`src/shared/timer16_pkg.sv`:
```
// Constants, types and register map for the 16-bit timer waveform block.
// Assumes a 32-bit classic Wishbone slave with byte addresses.
package timer16_pkg;
  localparam logic [7:0] ADR_CTRL_A = 8'h00;
  localparam logic [7:0] ADR_CTRL_B = 8'h04;
  localparam logic [7:0] ADR_MATCH_A = 8'h08;
  localparam logic [7:0] ADR_MATCH_B = 8'h0C;
  localparam logic [7:0] ADR_CAPTURE = 8'h10;
  localparam logic [7:0] ADR_COUNT = 8'h14;
  localparam logic [7:0] ADR_IRQ_STAT = 8'h18;
  localparam logic [7:0] ADR_IRQ_CLR = 8'h1C;
  localparam logic [7:0] ADR_IRQ_EN = 8'h20;
  localparam logic [7:0] ADR_PORT = 8'h24;
  localparam int MODE_HIGH_POS = 3;
  localparam int PORT_DATA_POS = 2;
  localparam logic [7:0] CTRL_RESET = 8'h00;
  localparam logic [3:0] MODE_NORMAL = 4'h0;
  localparam logic [3:0] MODE_PC8 = 4'h1;
  localparam logic [3:0] MODE_PC9 = 4'h2;
  localparam logic [3:0] MODE_PC10 = 4'h3;
  localparam logic [3:0] MODE_CTC_A = 4'h4;
  localparam logic [3:0] MODE_FAST8 = 4'h5;
  localparam logic [3:0] MODE_FAST9 = 4'h6;
  localparam logic [3:0] MODE_FAST10 = 4'h7;
  localparam logic [3:0] MODE_PFC_CAP = 4'h8;
  localparam logic [3:0] MODE_PFC_A = 4'h9;
  localparam logic [3:0] MODE_PC_CAP = 4'hA;
  localparam logic [3:0] MODE_PC_A = 4'hB;
  localparam logic [3:0] MODE_CTC_CAP = 4'hC;
  localparam logic [3:0] MODE_RSVD = 4'hD;
  localparam logic [3:0] MODE_FAST_CAP = 4'hE;
  localparam logic [3:0] MODE_FAST_A = 4'hF;
  localparam logic [15:0] TOP_MAX = 16'hFFFF;
  localparam logic [15:0] TOP_8BIT = 16'h00FF;
  localparam logic [15:0] TOP_9BIT = 16'h01FF;
  localparam logic [15:0] TOP_10BIT = 16'h03FF;
  localparam logic [15:0] BOTTOM = 16'h0000;
  localparam logic [15:0] ONE = 16'h0001;
  localparam logic [1:0] ACT_OFF = 2'h0;
  localparam logic [1:0] ACT_TOGGLE = 2'h1;
  localparam logic [1:0] ACT_CLEAR = 2'h2;
  localparam logic [1:0] ACT_SET = 2'h3;
  localparam int IRQ_WRAP = 0;
  localparam int IRQ_MATCH_A = 1;
  localparam int IRQ_MATCH_B = 2;
  localparam int IRQ_W = 3;
  typedef enum {FAM_NORMAL, FAM_CTC, FAM_FAST, FAM_PHASE, FAM_PHASE_FREQ, FAM_RESERVED}
    family_type;
  typedef enum {UPD_NOW, UPD_TOP, UPD_BOTTOM} update_type;
  typedef enum {WRAP_MAX, WRAP_TOP, WRAP_BOTTOM} wrap_type;
  typedef struct packed {
    logic [1:0] chan_a_output_action;
    logic [1:0] chan_b_output_action;
    logic [1:0] unused;
    logic [1:0] wave_mode_low;
  } ctrl_a_type;
  typedef struct packed {
    family_type fam;
    update_type upd;
    wrap_type wrap;
    logic [15:0] top;
  } decode_type;
endpackage : timer16_pkg

```
`src/hdl/timer16_waveform_mode_control.sv`:
```
// Waveform mode decode, counter, compare outputs and register slave.
// Assumes a classic Wishbone master on clk_i; timer clock is clk_i itself.
// Operation
// - Output action 10 or 11 hands the pin from port to waveform; 01 does so only where it toggles.
// - Pin driver is enabled only by the port direction bit.
// - Output action meaning depends on non-PWM, fast or dual-slope mode.
// - Non-PWM: 00 off, 01 toggle, 10 low, 11 high on match.
// - Fast PWM: 10 clears on match, sets at TOP; 11 the reverse.
// - Fast PWM code 01 toggles channel A only in modes 14, 15.
// - Fast PWM match equal to TOP is ignored; TOP action still done.
// - Dual-slope code 01 toggles channel A only in modes 8 to 11.
// - Dual-slope: 10 clears on up match, sets on down match; 11 reverse.
// - Mode is two low bits of control A and two bits of control B.
// - Mode picks normal, clear on match, or one of three PWM kinds.
// - Modes 8, 9: dual slope, TOP capture or A, reload and wrap at BOTTOM.
// - Modes 0, 4, 12 reload immediately, flag at MAX; 13 reserved.
// - Modes 1-3, 5-7 fixed TOPs; 10, 11, 14, 15 register TOP; reload at TOP.
// - Dual slope counts up to TOP, then straight back down without holding it.
//
// The register offsets and the Wishbone interface to the registers were chosen for this implementation.
`timescale 1ns/1ps
module timer16_waveform_mode_control
  import timer16_pkg::*;
(
  input wire logic clk_i,
  input wire logic rst_i,
  input wire logic cyc_i,
  input wire logic stb_i,
  input wire logic we_i,
  input wire logic [7:0] adr_i,
  input wire logic [3:0] sel_i,
  input wire logic [31:0] dat_i,
  output logic [31:0] dat_o,
  output logic ack_o,
  output logic irq_o,
  output logic chan_a_wave_out_o,
  output logic chan_b_wave_out_o,
  output logic chan_a_pin_oe_n_o,
  output logic chan_b_pin_oe_n_o
);

  ////////////////////////////////////////////////////////////////////////////
  ctrl_a_type ctrl_q;
  logic [1:0] mode_high_q;
  logic [3:0] wave_mode_sel;
  logic [15:0] buf_q [2];
  logic [15:0] act_q [2];
  logic [15:0] capture_q;
  logic [15:0] cnt_q;
  logic down_q;
  logic [IRQ_W-1:0] stat_q;
  logic [IRQ_W-1:0] en_q;
  logic [IRQ_W-1:0] stat_d;
  logic [IRQ_W-1:0] evt;
  logic [1:0] dir_q;
  logic [1:0] port_data_q;
  logic [1:0] wave_q;
  logic [1:0] wave_d;
  logic [1:0] conn;
  logic [1:0] match;
  logic [1:0] pin_q;
  logic [1:0] oe_n_q;
  logic [1:0] action [2];
  logic ack_q;
  logic [31:0] dat_q;
  logic [31:0] rd_data;
  logic irq_q;
  logic req;
  logic wr;
  logic at_top;
  logic reload;
  decode_type dec;

  function automatic logic [15:0] merge16(input logic [15:0] old,
                                          input logic [31:0] d,
                                          input logic [3:0] s);
    merge16 = old;
    if (s[0]) begin
      merge16[7:0] = d[7:0];
    end
    if (s[1]) begin
      merge16[15:8] = d[15:8];
    end
  endfunction : merge16

  ////////////////////////////////////////////////////////////////////////////
  assign wave_mode_sel = {mode_high_q, ctrl_q.wave_mode_low};
  assign action[0] = ctrl_q.chan_a_output_action;
  assign action[1] = ctrl_q.chan_b_output_action;

  always_comb begin
    dec.fam = FAM_NORMAL;
    dec.upd = UPD_NOW;
    dec.wrap = WRAP_MAX;
    dec.top = TOP_MAX;
    unique case (wave_mode_sel)
      MODE_NORMAL: begin
        dec.fam = FAM_NORMAL;
      end
      MODE_CTC_A, MODE_CTC_CAP: begin
        dec.fam = FAM_CTC;
      end
      MODE_RSVD: begin
        dec.fam = FAM_RESERVED;
      end
      MODE_FAST8, MODE_FAST9, MODE_FAST10, MODE_FAST_CAP, MODE_FAST_A: begin
        dec.fam = FAM_FAST;
        dec.upd = UPD_TOP;
        dec.wrap = WRAP_TOP;
      end
      MODE_PC8, MODE_PC9, MODE_PC10, MODE_PC_CAP, MODE_PC_A: begin
        dec.fam = FAM_PHASE;
        dec.upd = UPD_TOP;
        dec.wrap = WRAP_BOTTOM;
      end
      MODE_PFC_CAP, MODE_PFC_A: begin
        dec.fam = FAM_PHASE_FREQ;
        dec.upd = UPD_BOTTOM;
        dec.wrap = WRAP_BOTTOM;
      end
    endcase
    unique case (wave_mode_sel)
      MODE_PC8, MODE_FAST8: dec.top = TOP_8BIT;
      MODE_PC9, MODE_FAST9: dec.top = TOP_9BIT;
      MODE_PC10, MODE_FAST10: dec.top = TOP_10BIT;
      MODE_CTC_A, MODE_PFC_A, MODE_PC_A, MODE_FAST_A: dec.top = act_q[0];
      MODE_CTC_CAP, MODE_PFC_CAP, MODE_PC_CAP, MODE_FAST_CAP: dec.top = capture_q;
      MODE_NORMAL, MODE_RSVD: dec.top = TOP_MAX;
    endcase
  end

  ////////////////////////////////////////////////////////////////////////////
  // Counter; single slope wraps by ==, so a TOP set below the count runs to MAX
  assign at_top = (cnt_q == dec.top);

  always_ff @(posedge clk_i) begin
    if (rst_i) begin
      cnt_q <= BOTTOM;
      down_q <= 1'b0;
    end else if (dec.fam == FAM_PHASE || dec.fam == FAM_PHASE_FREQ) begin
      if (down_q) begin
        if (cnt_q == BOTTOM) begin
          down_q <= 1'b0;
          cnt_q <= cnt_q + ONE;
        end else begin
          cnt_q <= cnt_q - ONE;
        end
      end else if (at_top) begin
        down_q <= 1'b1;
        cnt_q <= cnt_q - ONE;
      end else begin
        cnt_q <= cnt_q + ONE;
      end
    end else begin
      down_q <= 1'b0;
      cnt_q <= at_top ? BOTTOM : cnt_q + ONE;
    end
  end

  ////////////////////////////////////////////////////////////////////////////
  always_comb begin
    reload = 1'b0;
    unique case (dec.upd)
      UPD_NOW: reload = 1'b1;
      UPD_TOP: reload = at_top;
      UPD_BOTTOM: reload = (cnt_q == BOTTOM);
    endcase
  end

  always_comb begin
    evt = '0;
    unique case (dec.wrap)
      WRAP_MAX: evt[IRQ_WRAP] = (cnt_q == TOP_MAX);
      WRAP_TOP: evt[IRQ_WRAP] = at_top;
      WRAP_BOTTOM: evt[IRQ_WRAP] = (cnt_q == BOTTOM) && down_q;
    endcase
    evt[IRQ_MATCH_A] = match[0];
    evt[IRQ_MATCH_B] = match[1];
  end

  ////////////////////////////////////////////////////////////////////////////
  // Per-channel compare buffer and waveform
  for (genvar i = 0; i < 2; i++) begin : g_chan
    logic tog_ok;
    logic [7:0] buf_adr;
    assign buf_adr = (i == 0) ? ADR_MATCH_A : ADR_MATCH_B;
    assign match[i] = (cnt_q == act_q[i]);

    always_ff @(posedge clk_i) begin
      if (rst_i) begin
        buf_q[i] <= BOTTOM;
        act_q[i] <= BOTTOM;
      end else begin
        if (wr && adr_i == buf_adr) begin
          buf_q[i] <= merge16(buf_q[i], dat_i, sel_i);
        end
        if (reload) begin
          act_q[i] <= buf_q[i];
        end
      end
    end

    always_comb begin
      tog_ok = 1'b0;
      wave_d[i] = wave_q[i];
      unique case (dec.fam)
        FAM_NORMAL, FAM_CTC, FAM_RESERVED: begin
          tog_ok = 1'b1;
          if (match[i]) begin
            unique case (action[i])
              ACT_OFF: wave_d[i] = wave_q[i];
              ACT_TOGGLE: wave_d[i] = ~wave_q[i];
              ACT_CLEAR: wave_d[i] = 1'b0;
              ACT_SET: wave_d[i] = 1'b1;
            endcase
          end
        end
        FAM_FAST: begin
          tog_ok = (i == 0) && wave_mode_sel[3:1] == MODE_FAST_CAP[3:1];
          if (action[i] == ACT_TOGGLE) begin
            wave_d[i] = (tog_ok && match[i]) ? ~wave_q[i] : wave_q[i];
          end else if (action[i][1] && at_top) begin
            wave_d[i] = ~action[i][0];
          end else if (action[i][1] && match[i]) begin
            wave_d[i] = action[i][0];
          end
        end
        FAM_PHASE, FAM_PHASE_FREQ: begin
          tog_ok = (i == 0) && wave_mode_sel[3:2] == MODE_PFC_CAP[3:2];
          if (action[i] == ACT_TOGGLE) begin
            wave_d[i] = (tog_ok && match[i]) ? ~wave_q[i] : wave_q[i];
          end else if (action[i][1] && match[i]) begin
            wave_d[i] = action[i][0] ^ down_q;
          end
        end
      endcase
      conn[i] = action[i][1] | (action[i][0] & tog_ok);
    end

    always_ff @(posedge clk_i) begin
      if (rst_i) begin
        wave_q[i] <= 1'b0;
        pin_q[i] <= 1'b0;
        oe_n_q[i] <= 1'b1;
      end else begin
        wave_q[i] <= wave_d[i];
        pin_q[i] <= conn[i] ? wave_d[i] : port_data_q[i];
        oe_n_q[i] <= ~dir_q[i];
      end
    end
  end

  ////////////////////////////////////////////////////////////////////////////
  // Wishbone slave; one wait state, unmapped reads return zero
  assign req = cyc_i && stb_i && !ack_q;
  assign wr = req && we_i;

  always_ff @(posedge clk_i) begin
    if (rst_i) begin
      ctrl_q <= CTRL_RESET;
      mode_high_q <= 2'h0;
      capture_q <= BOTTOM;
      en_q <= '0;
      dir_q <= 2'h0;
      port_data_q <= 2'h0;
    end else if (wr && sel_i[0]) begin
      unique case (adr_i)
        ADR_CTRL_A: begin
          ctrl_q <= dat_i[7:0];
          ctrl_q.unused <= 2'h0;
        end
        ADR_CTRL_B: mode_high_q <= dat_i[MODE_HIGH_POS+:2];
        ADR_IRQ_EN: en_q <= dat_i[IRQ_W-1:0];
        ADR_PORT: begin
          dir_q <= dat_i[1:0];
          port_data_q <= dat_i[PORT_DATA_POS+:2];
        end
        default: ;
      endcase
    end
    if (!rst_i && wr && adr_i == ADR_CAPTURE) begin
      capture_q <= merge16(capture_q, dat_i, sel_i);
    end
  end

  always_comb begin
    rd_data = 32'h00000000;
    unique case (adr_i)
      ADR_CTRL_A: rd_data[7:0] = ctrl_q;
      ADR_CTRL_B: rd_data[MODE_HIGH_POS+:2] = mode_high_q;
      ADR_MATCH_A: rd_data[15:0] = buf_q[0];
      ADR_MATCH_B: rd_data[15:0] = buf_q[1];
      ADR_CAPTURE: rd_data[15:0] = capture_q;
      ADR_COUNT: rd_data[15:0] = cnt_q;
      ADR_IRQ_STAT: rd_data[IRQ_W-1:0] = stat_q;
      ADR_IRQ_EN: rd_data[IRQ_W-1:0] = en_q;
      ADR_PORT: rd_data[3:0] = {port_data_q, dir_q};
      default: rd_data = 32'h00000000;
    endcase
  end

  always_ff @(posedge clk_i) begin
    if (rst_i) begin
      ack_q <= 1'b0;
      dat_q <= 32'h00000000;
    end else begin
      ack_q <= req;
      dat_q <= (req && !we_i) ? rd_data : 32'h00000000;
    end
  end

  ////////////////////////////////////////////////////////////////////////////
  // Sticky status: a new event beats a clear in the same cycle
  always_comb begin
    stat_d = stat_q;
    if (wr && sel_i[0] && adr_i == ADR_IRQ_CLR) begin
      stat_d = stat_q & ~dat_i[IRQ_W-1:0];
    end
    stat_d = stat_d | evt;
  end

  always_ff @(posedge clk_i) begin
    if (rst_i) begin
      stat_q <= '0;
      irq_q <= 1'b0;
    end else begin
      stat_q <= stat_d;
      irq_q <= |(stat_d & en_q);
    end
  end

  assign dat_o = dat_q;
  assign ack_o = ack_q;
  assign irq_o = irq_q;
  assign chan_a_wave_out_o = pin_q[0];
  assign chan_b_wave_out_o = pin_q[1];
  assign chan_a_pin_oe_n_o = oe_n_q[0];
  assign chan_b_pin_oe_n_o = oe_n_q[1];
endmodule : timer16_waveform_mode_control

```
`config.mk`:
```
export PLATFORM = sky130hd
export DESIGN_NAME = timer16_waveform_mode_control
export DESIGN_NICKNAME = d
export VERILOG_FILES = /design/src/shared/timer16_pkg.sv /design/src/hdl/timer16_waveform_mode_control.sv
export SDC_FILE = /design/constraint.sdc
export NUM_CORES = 1
export LEC_CHECK = 0
export ABC_AREA = 1
export BUFFER_PORTS_ARGS = -buffer_cell sky130_fd_sc_hd__buf_2
export CAP_MARGIN = 10
export CORE_UTILIZATION = 40
export CTS_CLUSTER_DIAMETER = 30
export DETAILED_ROUTE_END_ITERATION = 8
export PLACE_DENSITY = 0.57
export REMOVE_ABC_BUFFERS = 1
export SYNTH_ARGS = -nofsm -noshare
export SYNTH_HDL_FRONTEND = slang
export SYNTH_SLANG_ARGS = --single-unit
```
`constraint.sdc`:
```
create_clock -name clk_i -period 5.1 [get_ports clk_i]
set_input_delay 1.275 -clock clk_i [delete_from_list [all_inputs] [get_ports clk_i]]
set_output_delay 1.275 -clock clk_i [all_outputs]
set_load 0.05 [all_outputs]
```
; ---- Yosys cells after proc, flatten, opt, wreduce, memory -nomap -nowiden
; Memory sizes are Yosys's and may differ from the RTL's.
; Index checks and enable logic that the tools add are counted.
[word_totals]
register_bits = 91
latchBits = 0
ram_bits = 64
rom_bits = 0
mem_count = 2
[op_classes]
addsub = 2
n_mul = 0
div = 0
n_lt_le_gt_ge = 0
n_eq_ne = 49
shift = 0
muxes = 72
bitwise = 22
n_reduce_logical = 52
[memory_table]
columns = name, words, word_bits, read_ports, rd_ports_with_merged_regs, write_ports, line
row1 = act_q, 2, 16, 2, 0, 2, timer16_waveform_mode_control.sv:47  ; logic [15:0] act_q [2];
row2 = buf_q, 2, 16, 2, 0, 2, timer16_waveform_mode_control.sv:46  ; logic [15:0] buf_q [2];
[op_table]
columns = cell, count
row1 = $pmux W32 S6, 1
row2 = $mux W16, 11
row3 = $eq A32 B2 Y1 const B, 4
row4 = $mux W8, 14
row5 = $pmux W34 S3, 1
row6 = $eq A32 B1 Y1 const B, 3
row7 = $eq A32 B3 Y1 const B, 3
row8 = $logic_not A32 Y1, 3
row9 = $pmux W16 S6, 1
row10 = $eq A16 B16 Y1, 3
row11 = $eq A32 B4 Y1 const B, 1
row12 = $eq A4 B4 Y1 const B, 8
row13 = $eq A8 B5 Y1 const B, 4
row14 = $pmux W8 S4, 1
row15 = $mux W1, 30
row16 = $pmux W3 S8, 1
row17 = $reduce_or A2 Y1, 9
row18 = $logic_and A1 B1 Y1, 17
row19 = $add A16 B1 Y16 const B, 1
row20 = $eq A16 B16 Y1 const B, 1
row21 = $eq A4 B3 Y1 const B, 4
row22 = $eq A8 B4 Y1 const B, 2
row23 = $eq A8 B6 Y1 const B, 2
row24 = $logic_not A16 Y1, 1
row25 = 31 further kinds, 71

; ---- Logic depth before layout (Yosys ltp)
[logic_depth]
word_depth = 9
mapped_depth = 21

; ---- Worst setup path after synthesis
; No wires, ideal clock.
[synth_timing]
kind = reg-to-reg
from = register ctrl_q[1] (netlist bit)
to = memory act_q[0][0], enable pin
arrival_ns = 3.087
t_required_ns = 4.471
setup_slack_ns = 1.384
path_stages_with_launch = 11
path_cell_list = dfxtp_1 > buf_4 > inv_2 > a31oi_1 > inv_1 > clkbuf_1 > ha_1 > nor3_1 > ha_1 > inv_1 > nand4_1
[synth_lines]
columns = element, line
row1 = "start, declared", timer16_waveform_mode_control.sv:43  ; ctrl_a_type ctrl_q;
row2 = "start signal, assigned", timer16_waveform_mode_control.sv:269  ; ctrl_q <= dat_i[7:0];
row3 = "end, declared", timer16_waveform_mode_control.sv:47

==> results.yml <==
clock_network:
  cts_buffers: 17
  cts_root_buf: "clkbuf_16"
  cts_hold_buffers: 0
  htree_levels: 4
  clockBufferDepth: 2
  clkTransAtPathRegs_ns: 0.06
  clk_latency_ns: 0.43
  post_cts_buffers: 0
  cts_resized: 0
  cts_tree: "built"
  clock-sinks: 139
die:
  core_um2: 20300
  fp.dieArea_um2: 21400
  die-width_um: 146
  io_pins: 87
  start_util: 0.410
  dieHeight_um: 146
  rows: 52
placed_design:
  pre_cts_slack_ns: 1.76
  finalWeightedCongestion: 0.925
  portBuffers: 52
  dp_hpwl_um: 17700
hold_path:
  hp-class: "register to register"
  hp-start: "dir_q[1]"
  min_to: "chan_b_pin_oe_n_o"
  hold_depth: 1
detailed_routing:
  initialDrtViolationCount: 623
  routed_wl_um: 23500
  viasPerCell: 5.02
  firstDrtPassIters: 5
  wl_met1_um: 11300
  wl_met3_um: 1330
  drc: 0
  wl_met2_um: 10400
  num_vias: 7227
  top_layer: "met4"
  antenna_left: 0
  routedWlPerCell_um: 16.3
worst_setup_path:
  startpoint_type: "register"
  reg2reg_depth: 11
  cp.depth: 11
  slowest_delay_ns: 0.60
  r2r-end: "act_q[1][15]"
  critPathTopFamily: "simple AND/OR/NAND/NOR gates"
  end_kind: "register"
  crit_required_ns: 5.26
  r2r_slack_ns: 1.72
  path_cells: "inv_2, a31oi_1, buf_4, inv_1, ha_1, nor3_1, ha_1, inv_1, nand3_2, nand2_4, nor2_1"
  arrival_ns: 3.53
  path_buf_inv: 4
  cp_slowest_cell: "dfxtp_1"
  r2r_start: "ctrl_q[1]"
  path_class: "register to register"
  crit_fanout: 32
sta:
  hold_ws_ns: 0.417
  final_hold_viol_count: 0
  clock.fmax_mhz: 296
  min_period_ns: 3.38
  grt_setup_unrepaired: "false"
  slew_headroom: 0.365
  slew_violations: 0
  fin_crit_sh: 0.662
  worstMarginPinSlew_ns: 0.951
  fin_setup_tns_ns: 0
  setup_viol: 0
  fin_skew_ns: 0.0127
  timing.final.ws_setup_ns: 1.72
cells_and_area:
  drive_above_1_share: 0.133
  postLayoutCoreUtil: 0.462
  diodes: 0
  area_delta_synth_final_pct: 12.9
  final_common_cell: "nand2_1"
  layout_common_cells: "221 x nand2_1, 163 x inv_1, 162 x nor2_1, 80 x edfxtp_1, 65 x o21ai_0"
  nNetsFinal: 1215
synth:
  avgSynthCellArea_um2: 7.50
  yosys-top-cells-area: "edfxtp_1 29%, dfxtp_1 14%, nand2_1 10%, inv_1 7.4%, nor2_1 7.3%"
  synthArstFlopShare: 0
  netlist_area_um2: 8320
  netlist-cell-type-count: 47
  syn_inst: 1108
  dominantRegCellSynth: "edfxtp_1"
  seq_area_frac_synth: 0.431
  yosys_warnings: 0
  yosysTopAreaCellShare: 0.289
  yosys.area.top_type: "edfxtp_1"
  ys_ff_latch: 139
  synth_edf_count: 80
job:
  maxCapViolations: 0
power_and_ir_drop:
  total_power_mw: 2.68
  cellLeakagePower_nw: 4.00
  peakVddDrop_mv: 0.217
  p_per_area_nw_per_um2: 285
global_routing:
  grt_pass1_wl_um: 36500
  grt_max_degree: 33
  grt_remaining_overflow: 0
  antenna_found_initial: 0
  grt_usage: 0.223
  grt_pass1_vias: 6483
outcome:
  status: "complete, no violations"
==> per-stage QoR <==
stage / cell area (µm²) / cells
after floorplan: 8070 / 1070
after global placement: 8800 / 1409
after detailed placement: 8800 / 1409
after CTS: 9390 / 1441
after global routing: 9390 / 1441
final: 9390 / 1441
==> state kept, by name, summed over array words and instances (netlist names) <==
register / count
action: 4
buf_q: 32
en_q: 3
ack_o: 1
dir_q: 2
stat_q: 3
irq_o: 1
down_q: 1
chan_a_wave_out_o: 1
chan_b_wave_out_o: 1
capture_q: 16
act_q: 32
mode_high_q: 2
wave_q: 2
ctrl_q: 2
port_data_q: 2
dat_o: 16
chan_b_pin_oe_n_o: 1
cnt_q: 16
chan_a_pin_oe_n_o: 1
==> kinds of logic after synthesis <==
kind of cell               count (synthesis)  share of synthesized area
and+or+nand+nor                          526                      0.273
adders and majority gates                  8                     0.0120
other                                      1                   0.000451
AOI/OAI and AO/OA                        150                      0.107
xor gates and xnor gates                  59                     0.0621
DFF                                      139                      0.431
buffers and inverters                    225                      0.114
==> report_power, final <==
| part | leakage, nW | internal [mW] | total [mW] | switching [mW] |
|---|---|---|---|---|
| clock network | 0.284 | 0.715 | 1.26 | 0.547 |
| registers | 1.34 | 1.21 | 1.23 | 0.0229 |
| logic | 2.37 | 0.0539 | 0.183 | 0.129 |
==> worst max-delay path by stage <==
| stage | start | endpoint | slack, ns |
|---|---|---|---|
| floorplan | ctrl_q[1] | act_q[0][0] | 0.90 |
| global placement | ctrl_q[1] | act_q[1][15] | 1.74 |
| detailed placement | ctrl_q[1] | act_q[1][15] | 1.76 |
| CTS | ctrl_q[1] | act_q[1][15] | 1.73 |
| global route | ctrl_q[1] | act_q[1][15] | 1.43 |
| finish | ctrl_q[1] | act_q[1][15] | 1.72 |
==> cell type report <==
type                    count  area, µm²
fillers                  2072      10900
flip-flops and latches    139       3580
repair buffers             69        388
inverters                 172        648
multi-input cells         759       3840
well taps                 270        338
clock inverters            13        134
clock buffers              19        454
==> synth_stat cells, types with 2 or more instances <==
cell / n
nand4_1: 22
ha_1: 8
buf_1: 2
o2111ai_1: 2
nand3_1: 55
buf_6: 3
clkinv_1: 3
nor3_1: 13
nand2_4: 3
nand2_1: 221
dfxtp_1: 59
inv_1: 163
o211ai_1: 5
a21oi_1: 40
o22ai_1: 8
edfxtp_1: 80
buf_4: 18
o31ai_1: 2
a211oi_1: 3
buf_2: 9
nor2_2: 34
a31oi_1: 4
inv_2: 5
xor2_1: 30
nand2_2: 6
nor4_1: 3
o221ai_1: 3
nor2_1: 162
clkbuf_1: 21
a41oi_1: 9
o21ai_0: 65
xnor2_1: 29
a221oi_1: 2
or2_2: 3
==> worst reg2reg max path, cell delays in order, from the launching register on <==
cell and delay [ns]:
dfxtp_1 0.60, inv_2 0.10, a31oi_1 0.23, buf_4 0.29, inv_1 0.33, ha_1 0.33, nor3_1 0.24, ha_1 0.27
inv_1 0.08, nand3_2 0.10, nand2_4 0.42, nor2_1 0.11
==> metal layers <==
metal / global-route usage / vias up
li1: - / 3642
met1: 0.327 / 3323
met2: 0.339 / 234
met3: 0.0294 / 28
met4: 0.0734 / 0
met5: 0 / -
No activity file was read; power rests on OpenSTA's default activity.
